==> config.mk <==
export PLATFORM = sky130hd
export DESIGN_NAME = cbrd_decode
export DESIGN_NICKNAME = d
export VERILOG_FILES = /design/src/cbrd_rmw_dec.v /design/src/cbrd_decode.v
export VERILOG_INCLUDE_DIRS = /design/src
export SDC_FILE = /design/constraint.sdc
export NUM_CORES = 1
export LEC_CHECK = 0
export BUFFER_PORTS_ARGS = -buffer_cell sky130_fd_sc_hd__buf_2
export CAP_MARGIN = 25
export CORE_MARGIN = 2
export CORE_UTILIZATION = 54
export CTS_CLUSTER_DIAMETER = 150
export CTS_CLUSTER_SIZE = 12
export DETAILED_ROUTE_END_ITERATION = 12
export GPL_TIMING_DRIVEN = 0
export PLACE_DENSITY_LB_ADDON = 0.3
export RECOVER_POWER = 50
export SKIP_LAST_GASP = 1
export SLEW_MARGIN = 0
export SYNTH_ARGS = -nofsm -noshare
export SYNTH_HDL_FRONTEND = slang
export SYNTH_SLANG_ARGS = --single-unit
export TNS_END_PERCENT = 30
==> constraint.sdc <==
create_clock -name mclk -period 0.95 [get_ports mclk]
set_input_delay 0.095 -clock mclk [delete_from_list [all_inputs] [get_ports mclk]]
set_output_delay 0.095 -clock mclk [all_outputs]
set_load 0.02 [all_outputs]
==> src/cbrd_map.vh <==
`ifndef CBRD_MAP_VH
`define CBRD_MAP_VH
// addressing modes of the read-modify-write group (high nibble)
`define CBRD_HI_ACC        4'h4
`define CBRD_HI_IDX        4'h5
`define CBRD_HI_DIR        4'h3
`define CBRD_HI_IX0        4'h7
`define CBRD_HI_IX1        4'h6
// high nibbles of the two bit groups
`define CBRD_HI_BTB        4'h0
`define CBRD_HI_BSC        4'h1
// read-modify-write operations (low nibble)
`define CBRD_LO_ADD1       4'hC
`define CBRD_LO_SUB1       4'hA
`define CBRD_LO_ZFILL      4'hF
`define CBRD_LO_INV1       4'h3
`define CBRD_LO_INV2       4'h0
`define CBRD_LO_ROL        4'h9
`define CBRD_LO_ROR        4'h6
`define CBRD_LO_SHL        4'h8
`define CBRD_LO_SHR        4'h4
`define CBRD_LO_ASR        4'h7
`define CBRD_LO_TEST       4'hD
// single opcodes
`define CBRD_OP_MUL        8'h42
`define CBRD_OP_TAX        8'h97
`define CBRD_OP_TXA        8'h9F
`define CBRD_OP_SECF       8'h99
`define CBRD_OP_CLCF       8'h98
`define CBRD_OP_SEIM       8'h9B
`define CBRD_OP_CLIM       8'h9A
`define CBRD_OP_SPRL       8'h9C
`define CBRD_OP_IDLE       8'h9D
`define CBRD_OP_TRAP       8'h83
`define CBRD_OP_SUBRET     8'h81
`define CBRD_OP_TRAPRET    8'h80
`define CBRD_OP_HALT       8'h8E
`define CBRD_OP_WAITI      8'h8F
// cycle counts
`define CBRD_CYC_BTB       4'h5
`define CBRD_CYC_BSC       4'h5
`define CBRD_CYC_INH_RMW   4'h3
`define CBRD_CYC_DIR_RMW   4'h5
`define CBRD_CYC_IX0_RMW   4'h5
`define CBRD_CYC_IX1_RMW   4'h6
`define CBRD_CYC_MUL       4'hB
`define CBRD_CYC_CTRL      4'h2
`define CBRD_CYC_TRAP      4'hA
`define CBRD_CYC_SUBRET    4'h6
`define CBRD_CYC_TRAPRET   4'h9
// operation classes
`define CBRD_CL_NONE       5'h00
`define CBRD_CL_BR_ONE     5'h01
`define CBRD_CL_BR_ZERO    5'h02
`define CBRD_CL_FORCE_ONE  5'h03
`define CBRD_CL_FORCE_ZERO 5'h04
`define CBRD_CL_ADD1       5'h05
`define CBRD_CL_SUB1       5'h06
`define CBRD_CL_ZFILL      5'h07
`define CBRD_CL_INV1       5'h08
`define CBRD_CL_INV2       5'h09
`define CBRD_CL_ROL        5'h0A
`define CBRD_CL_ROR        5'h0B
`define CBRD_CL_SHL        5'h0C
`define CBRD_CL_SHR        5'h0D
`define CBRD_CL_ASR        5'h0E
`define CBRD_CL_TEST       5'h0F
`define CBRD_CL_MUL        5'h10
`define CBRD_CL_TAX        5'h11
`define CBRD_CL_TXA        5'h12
`define CBRD_CL_SECF       5'h13
`define CBRD_CL_CLCF       5'h14
`define CBRD_CL_SEIM       5'h15
`define CBRD_CL_CLIM       5'h16
`define CBRD_CL_SPRL       5'h17
`define CBRD_CL_IDLE       5'h18
`define CBRD_CL_TRAP       5'h19
`define CBRD_CL_SUBRET     5'h1A
`define CBRD_CL_TRAPRET    5'h1B
`define CBRD_CL_HALT       5'h1C
`define CBRD_CL_WAITI      5'h1D
// addressing mode codes
`define CBRD_AM_INH        3'h0
`define CBRD_AM_DIR        3'h1
`define CBRD_AM_IX0        3'h2
`define CBRD_AM_IX1        3'h3
`define CBRD_AM_BTB        3'h4
`define CBRD_AM_BSC        3'h5
`endif

==> src/cbrd_rmw_dec.v <==
`timescale 1ns/100ps
`include "cbrd_map.vh"
module cbrd_rmw_dec (
   input  wire [7:0] opcode,
   output reg        hit,
   output reg  [4:0] op_class,
   output reg  [2:0] addr_mode,
   output reg  [1:0] length,
   output reg  [3:0] cycles,
   output reg        write_back,
   output reg        src_x
);
   always @* begin
      hit        = 1'b1;
      op_class   = `CBRD_CL_NONE;
      addr_mode  = `CBRD_AM_INH;
      length     = 2'd1;
      cycles     = `CBRD_CYC_INH_RMW;
      write_back = 1'b1;
      src_x      = 1'b0;
      case (opcode[3:0])
         `CBRD_LO_ROL:   op_class = `CBRD_CL_ROL;   // [RQ5]
         `CBRD_LO_ROR:   op_class = `CBRD_CL_ROR;   // [RQ6]
         `CBRD_LO_ADD1:  op_class = `CBRD_CL_ADD1;  // [RQ10]
         `CBRD_LO_SUB1:  op_class = `CBRD_CL_SUB1;  // [RQ10]
         `CBRD_LO_ZFILL: op_class = `CBRD_CL_ZFILL; // [RQ10]
         `CBRD_LO_INV1:  op_class = `CBRD_CL_INV1;  // [RQ10]
         `CBRD_LO_INV2:  op_class = `CBRD_CL_INV2;  // [RQ10]
         `CBRD_LO_SHL:   op_class = `CBRD_CL_SHL;   // [RQ10]
         `CBRD_LO_SHR:   op_class = `CBRD_CL_SHR;   // [RQ10]
         `CBRD_LO_ASR:   op_class = `CBRD_CL_ASR;   // [RQ10]
         `CBRD_LO_TEST: begin
            op_class   = `CBRD_CL_TEST;
            write_back = 1'b0; // [RQ7]
         end
         default:        hit = 1'b0;
      endcase
      case (opcode[7:4]) // [RQ4]
         `CBRD_HI_ACC: ;
         `CBRD_HI_IDX:  src_x = 1'b1;
         `CBRD_HI_DIR: begin
            addr_mode = `CBRD_AM_DIR;
            length    = 2'd2;
            cycles    = `CBRD_CYC_DIR_RMW;
         end
         `CBRD_HI_IX0: begin
            addr_mode = `CBRD_AM_IX0;
            cycles    = `CBRD_CYC_IX0_RMW;
         end
         `CBRD_HI_IX1: begin
            addr_mode = `CBRD_AM_IX1;
            length    = 2'd2;
            cycles    = `CBRD_CYC_IX1_RMW;
         end
         default:       hit = 1'b0;
      endcase
      // no write-back cycle for the test on memory
      if (!write_back && addr_mode != `CBRD_AM_INH)
         cycles = cycles - 4'd1; // [RQ7]
      if (!write_back)
         write_back = 1'b0;
      else if (addr_mode == `CBRD_AM_INH)
         write_back = 1'b0;
   end
endmodule // cbrd_rmw_dec

==> src/cbrd_decode.v <==
`timescale 1ns/100ps
`include "cbrd_map.vh"
// Overview of operation
// [RQ1] opcodes 2n: three bytes, branch if direct-page bit n is one, five cycles
// [RQ2] opcodes 2n+1: three bytes, branch if direct-page bit n is zero, five cycles
// [RQ3] 0x10+2n forces bit n one, 0x11+2n forces zero; two bytes, five cycles
// [RQ4] high nibble picks mode: 4 A, 5 X, 3 dir, 7 ix, 6 ix8; 3,3,5,5,6 cycles
// [RQ5] low nibble 9 rotates left through carry, in all five modes
// [RQ6] low nibble 6 rotates right through carry, in all five modes
// [RQ7] sign-zero test has no write-back: 4 dir, 4 ix, 5 ix8 cycles
// [RQ8] 0x9B sets interrupt mask, one byte, two cycles
// [RQ9] 0x9A clears interrupt mask, one byte, two cycles
// [RQ10] other nibbles: inc, dec, clear, invert, negate, shifts; 0x42 multiply 11 cycles
// [RQ11] control opcodes: transfers, carry, stack, idle 2; trap 10, return 6, 9; stop, wait
module cbrd_decode (
   mclk,
   rstn,
   op_valid,
   opcode,
   dec_valid_q,
   dec_known_q,
   op_class_q,
   addr_mode_q,
   bit_index_q,
   length_q,
   cycles_q,
   write_back_q,
   src_x_q,
   branch_on_one_q
);
   input  wire       mclk;
   input  wire       rstn;
   input  wire       op_valid;
   input  wire [7:0] opcode;
   output reg        dec_valid_q;
   output reg        dec_known_q;
   output reg  [4:0] op_class_q;
   output reg  [2:0] addr_mode_q;
   output reg  [2:0] bit_index_q;
   output reg  [1:0] length_q;
   output reg  [3:0] cycles_q;
   output reg        write_back_q;
   output reg        src_x_q;
   output reg        branch_on_one_q;

   wire       rmw_hit;
   wire [4:0] rmw_class;
   wire [2:0] rmw_mode;
   wire [1:0] rmw_len;
   wire [3:0] rmw_cyc;
   wire       rmw_wb;
   wire       rmw_x;

   reg        known_d;
   reg  [4:0] class_d;
   reg  [2:0] mode_d;
   reg  [1:0] len_d;
   reg  [3:0] cyc_d;
   reg        wb_d;
   reg        x_d;
   reg        one_d;

   cbrd_rmw_dec cbrd_rmw_dec_inst (
      .opcode     (opcode),
      .hit        (rmw_hit),
      .op_class   (rmw_class),
      .addr_mode  (rmw_mode),
      .length     (rmw_len),
      .cycles     (rmw_cyc),
      .write_back (rmw_wb),
      .src_x      (rmw_x)
   );

   // inherent single-byte control group; unknown returns zero cycles
   function [8:0] ctrl_dec;
      input [7:0] op;
      begin
         case (op)
            `CBRD_OP_TAX:     ctrl_dec = {`CBRD_CL_TAX,     `CBRD_CYC_CTRL};    // [RQ11]
            `CBRD_OP_TXA:     ctrl_dec = {`CBRD_CL_TXA,     `CBRD_CYC_CTRL};    // [RQ11]
            `CBRD_OP_SECF:    ctrl_dec = {`CBRD_CL_SECF,    `CBRD_CYC_CTRL};    // [RQ11]
            `CBRD_OP_CLCF:    ctrl_dec = {`CBRD_CL_CLCF,    `CBRD_CYC_CTRL};    // [RQ11]
            `CBRD_OP_SEIM:    ctrl_dec = {`CBRD_CL_SEIM,    `CBRD_CYC_CTRL};    // [RQ8]
            `CBRD_OP_CLIM:    ctrl_dec = {`CBRD_CL_CLIM,    `CBRD_CYC_CTRL};    // [RQ9]
            `CBRD_OP_SPRL:    ctrl_dec = {`CBRD_CL_SPRL,    `CBRD_CYC_CTRL};    // [RQ11]
            `CBRD_OP_IDLE:    ctrl_dec = {`CBRD_CL_IDLE,    `CBRD_CYC_CTRL};    // [RQ11]
            `CBRD_OP_TRAP:    ctrl_dec = {`CBRD_CL_TRAP,    `CBRD_CYC_TRAP};    // [RQ11]
            `CBRD_OP_SUBRET:  ctrl_dec = {`CBRD_CL_SUBRET,  `CBRD_CYC_SUBRET};  // [RQ11]
            `CBRD_OP_TRAPRET: ctrl_dec = {`CBRD_CL_TRAPRET, `CBRD_CYC_TRAPRET}; // [RQ11]
            `CBRD_OP_HALT:    ctrl_dec = {`CBRD_CL_HALT,    `CBRD_CYC_CTRL};    // [RQ11]
            `CBRD_OP_WAITI:   ctrl_dec = {`CBRD_CL_WAITI,   `CBRD_CYC_CTRL};    // [RQ11]
            `CBRD_OP_MUL:     ctrl_dec = {`CBRD_CL_MUL,     `CBRD_CYC_MUL};     // [RQ10]
            default:          ctrl_dec = {`CBRD_CL_NONE,    4'h0};
         endcase
      end
   endfunction

   // one select line per bit index, shared by both bit groups
   function [7:0] idx_onehot;
      input [2:0] idx;
      begin
         idx_onehot      = 8'h00;
         idx_onehot[idx] = 1'b1;
      end
   endfunction

   // high-nibble group test, used for both bit groups
   function grp_is;
      input [7:0] op;
      input [3:0] hi;
      begin
         grp_is = (op[7:4] == hi);
      end
   endfunction

   wire [8:0] ctrl_v;
   wire       ctrl_hit;
   wire       rmw_sel;
   wire [7:0] idx_sel;
   wire       btb_grp;
   wire       bsc_grp;
   wire [7:0] btb_one_hit;
   wire [7:0] btb_zero_hit;
   wire [7:0] bsc_one_hit;
   wire [7:0] bsc_zero_hit;
   genvar     n;

   assign ctrl_v   = ctrl_dec(opcode);
   assign ctrl_hit = (ctrl_v[8:4] != `CBRD_CL_NONE);
   // control and multiply codes outrank the read-modify-write table
   assign rmw_sel  = rmw_hit && !ctrl_hit;
   assign idx_sel  = idx_onehot(opcode[3:1]);
   assign btb_grp  = grp_is(opcode, `CBRD_HI_BTB);
   assign bsc_grp  = grp_is(opcode, `CBRD_HI_BSC);

   generate
      for (n = 0; n < 8; n = n + 1) begin : g_bit
         assign btb_one_hit[n]  = btb_grp && !opcode[0] && idx_sel[n]; // [RQ1]
         assign btb_zero_hit[n] = btb_grp && opcode[0] && idx_sel[n];  // [RQ2]
         assign bsc_one_hit[n]  = bsc_grp && !opcode[0] && idx_sel[n]; // [RQ3]
         assign bsc_zero_hit[n] = bsc_grp && opcode[0] && idx_sel[n];  // [RQ3]
      end
   endgenerate

   always @* begin
      known_d = 1'b0;
      class_d = `CBRD_CL_NONE;
      mode_d  = `CBRD_AM_INH;
      len_d   = 2'd1;
      cyc_d   = 4'h0;
      wb_d    = 1'b0;
      x_d     = 1'b0;
      one_d   = 1'b0;
      if ((|btb_one_hit) || (|btb_zero_hit)) begin
         known_d = 1'b1;
         mode_d  = `CBRD_AM_BTB;
         len_d   = 2'd3;
         cyc_d   = `CBRD_CYC_BTB;
         if (|btb_one_hit) begin
            class_d = `CBRD_CL_BR_ONE;  // [RQ1]
            one_d   = 1'b1;             // [RQ1]
         end else begin
            class_d = `CBRD_CL_BR_ZERO; // [RQ2]
         end
      end else if ((|bsc_one_hit) || (|bsc_zero_hit)) begin
         known_d = 1'b1;
         mode_d  = `CBRD_AM_BSC;
         len_d   = 2'd2;
         cyc_d   = `CBRD_CYC_BSC;       // [RQ3]
         wb_d    = 1'b1;
         class_d = (|bsc_zero_hit) ? `CBRD_CL_FORCE_ZERO : `CBRD_CL_FORCE_ONE; // [RQ3]
      end else if (ctrl_hit) begin
         known_d = 1'b1;
         class_d = ctrl_v[8:4];
         cyc_d   = ctrl_v[3:0];
      end else if (rmw_sel) begin
         known_d = 1'b1;
         class_d = rmw_class;           // [RQ4]
         mode_d  = rmw_mode;
         len_d   = rmw_len;
         cyc_d   = rmw_cyc;
         wb_d    = rmw_wb;
         x_d     = rmw_x;
      end
   end

   // valid mirrors every strobe, known or not, so the core can count fetches
   always @(posedge mclk or negedge rstn) begin
      if (!rstn) begin
         dec_valid_q <= 1'b0;
      end else begin
         dec_valid_q <= op_valid;
      end
   end

   // fields hold until the next strobe; a gap on the bus never clears them
   always @(posedge mclk or negedge rstn) begin
      if (!rstn) begin
         dec_known_q  <= 1'b0;
         op_class_q   <= `CBRD_CL_NONE;
         addr_mode_q  <= `CBRD_AM_INH;
         length_q     <= 2'd0;
         cycles_q     <= 4'h0;
         write_back_q <= 1'b0;
         src_x_q      <= 1'b0;
      end else if (op_valid) begin
         dec_known_q  <= known_d;
         op_class_q   <= class_d;
         addr_mode_q  <= mode_d;
         length_q     <= len_d;
         cycles_q     <= cyc_d;
         write_back_q <= wb_d;
         src_x_q      <= x_d;
      end
   end

   // bit-group fields; the index is taken for every opcode, the core ignores it elsewhere
   always @(posedge mclk or negedge rstn) begin
      if (!rstn) begin
         bit_index_q     <= 3'd0;
         branch_on_one_q <= 1'b0;
      end else if (op_valid) begin
         bit_index_q     <= opcode[3:1]; // [RQ1]
         branch_on_one_q <= one_d;
      end
   end
endmodule // cbrd_decode

==> run metrics <==
met2 usage=0.4886; Max Cap Viol=0; post-synth cell types=50; first-pass GRT wire length=around 7500 um; Die Ht=58.25 um; synth top area cells=dfrtp_1 (35%), o21ai_0 (3.8%), mux2_2 (3.5%); worst min path class=input port to register; max-slew violations=0; final hold vios=0; fraction of layout cells with a size suffix above 1=0.4444; ANT nets after route=0; Synth top area share=0.3465; Synthesis Warnings=0; CTS tree=done; clk buf depth=2; failing checks=setup timing; largest net degree at the start of global routing=23; post-DR wirelength/cell=20.60 um; initial antenna violation count=0; Clock transition at path regs=between 0.1 and 0.15 ns; status=complete, but fails checks; CP arrival=1.51 ns; Final Cell Area=2312 um2; dpl hpwl=3044 um; type of element launching the critical path=input port; worst clock skew=0 ns; list of most frequent post-synthesis cells=dfrtp_1 (22), inv_1 (13), nand2_1 (13), nor2_1 (13), o21ai_0 (12); # IOs=33; Routed WL=5644 um; grt met1 use=0.3730; Port Buf Inserts=31; fin nets=260; Synth Instances=187; die width=slightly below 60 um; number of global-route vias before repair=1594; final cycle utilization of the critical path=1.384; CTS Sinks=22; Max Freq=760.5 MHz; sequential fraction of design power=0.438; P_leak=1.032 nW; worst-margin pin slew=0.4759 ns; Sw Ratio=0.3516; number of diodes=0; number of core rows=19; Power Internal=between 1.5 and 2 mW; Crit path required time=~1.2 ns; final std cells w/o fill=274; Vias=1872; Gate power share=0.390; # DRC=0; crit end category=register; CTS buffer count=3; flops & latches, synth=22; GRT Util Overall=0.2875; number of synthesized flops with an enable pin=0; Post-Place Cells=249; Avg Cell Area, Syn=8.497 um2; CTS H-tree depth=1; slew margin rel.=0.6827; Max VDD drop=1.664 mV; Mapped Nets=202; Switching Power=0.8466 mW; Synth area leader=dfrtp_1; busiest grt layer=met2; Worst-Skew Late Latency=0.30 ns; WS Path Type=input port to register; # setup viols final=29; DRT iter0 DRCs=212; RSZ-0062 raised after global routing=yes; Seq/Total Area, Yosys=0.3465; Most used DFF post-synth=dfrtp_1; worst-path fanout max=6; met3 Usage GRT=0.06027; P per Cell Area=1041 nW/um2; Async SR Flop Fraction=1.000; Final GP Congestion=0.8963; layout overhead on the synthesized area=45.51%; initial core utilization=0.5713; Pwr Total=2.408 mW; CTS root buf=clkbuf_4; Detailed Routing Iterations Pass 1=5; Cell Area, Placed=1891 um2; Synth Cell Area=1589 um2; Via density=around 7; die area=3392 um2; Clk pwr share=0.172; Final Worst Setup Slack=-0.3649 ns; grt total ovfl=0; top-count cell post-synth=dfrtp_1; Core ar.=2781 um2; fin crit period=1.315 ns
## kinds of logic after synthesis
kind of cell / after synthesis / synth area share
DFF: 22 / 0.3465
buffers and inverters: 29 / 0.07166
AOI/OAI and AO/OA: 50 / 0.2260
and+or+nand+nor: 70 / 0.2481
muxes: 8 / 0.05433
adders and majority gates: 4 / 0.03150
xor gates and xnor gates: 4 / 0.02205
## layout by cell type, fill, tap and decap left out, types with 3 or more instances in the layout
cell	instances
nor2b_1	4
clkbuf_4	4
clkbuf_8	3
o21ai_0	10
a21oi_1	9
or3_4	3
nor3b_2	3
buf_2	27
nand2_1	13
nor2_1	13
a31oi_1	3
inv_1	11
mux2_2	4
clkbuf_2	5
nand3_1	3
buf_6	4
dfrtp_1	22
buf_4	22
o22ai_1	6
nand3b_1	4
nand2b_1	4
## state kept, by name, summed over array words and instances, names as in the netlist
name	count
op_class_q	5
cycles_q	4
addr_mode_q	3
bit_index_q	3
length_q	2
branch_on_one_q	1
dec_known_q	1
dec_valid_q	1
src_x_q	1
write_back_q	1
## cell type report
| type | count | area, um2 |
|---|---|---|
| multi-input combinational | 136 | 1102 |
| inverter | 13 | 58.81 |
| sequential | 22 | 550.5 |
| timing repair buffer | 53 | 386.6 |
| buffer | 16 | 152.6 |
| tap | 31 | 38.79 |
| fill | 152 | 469.2 |
| clock buffer | 3 | 22.52 |
## path summary, 6_finish.rpt
| kind | from | slack [ns] | endpoint | cells after the start |
|---|---|---|---|---|
| setup / recovery | opcode[4] | -0.36 | op_class_q[4] | 7 |
| hold / removal | op_valid | 0.20 | addr_mode_q[2] | 3 |
| setup reg to reg | op_class_q[0] | -0.04 | op_class_q[0] | 3 |
| hold reg to reg | bit_index_q[1] | 0.52 | bit_index_q[1] | 1 |
| max in group asynchronous | rstn | 0.36 | cycles_q[1] | 2 |
| min in group asynchronous | rstn | 0.27 | op_class_q[0] | 2 |
## metrics by stage
step | setup TNS [ns] | setup slack (ns) | util | hold WS (ns)
floorplan | -4.605 | -0.3986 | - | -0.2006
global placement | -11.01 | -0.7603 | 0.6797 | 0.06341
detailed placement | -11.87 | -0.8269 | 0.6797 | 0.07448
CTS | -3.223 | -0.3468 | 0.7580 | 0.1658
global route | -4.877 | -0.3714 | 0.8313 | 0.2125
finish | -3.783 | -0.3649 | 0.8313 | 0.1950
## routing by layer
layer / wire [um] / up-vias
met1: 2079 / 872
met2: 2688 / 173
met5: 0 / -
li1: - / 790
met3: 619 / 37
met4: 257 / 0
## critical path, stage by stage
cell and delay, ns:
buf_8 0.08, clkbuf_16 0.14, mux2i_4 0.25, o21ai_2 0.09
a311o_2 0.45, buf_4 0.15, mux2_4 0.25
## power by group through the flow
stage               Combinational, mW  Sequential (mW)  Clock [mW]
finish                          0.939             1.06       0.413
global route                    0.991             1.06       0.447
CTS                             0.790             1.05       0.411
detailed placement              0.709             1.07           0
global placement                0.692             1.06           0
floorplan                       0.387             1.17           0
## timing repair
item / 4_1_cts / 5_1_grt
endpoints found under the setup margin: 30 / 40
buffers inserted: 9 / 11
gates resized for setup: 31 / 31
cloned: 0 / 1
pin swaps: 8 / 9
endpoints found under the hold margin: 23 / 0
hold buffers: 2 / 0
Note: power is estimated with default switching activity, not from simulation.
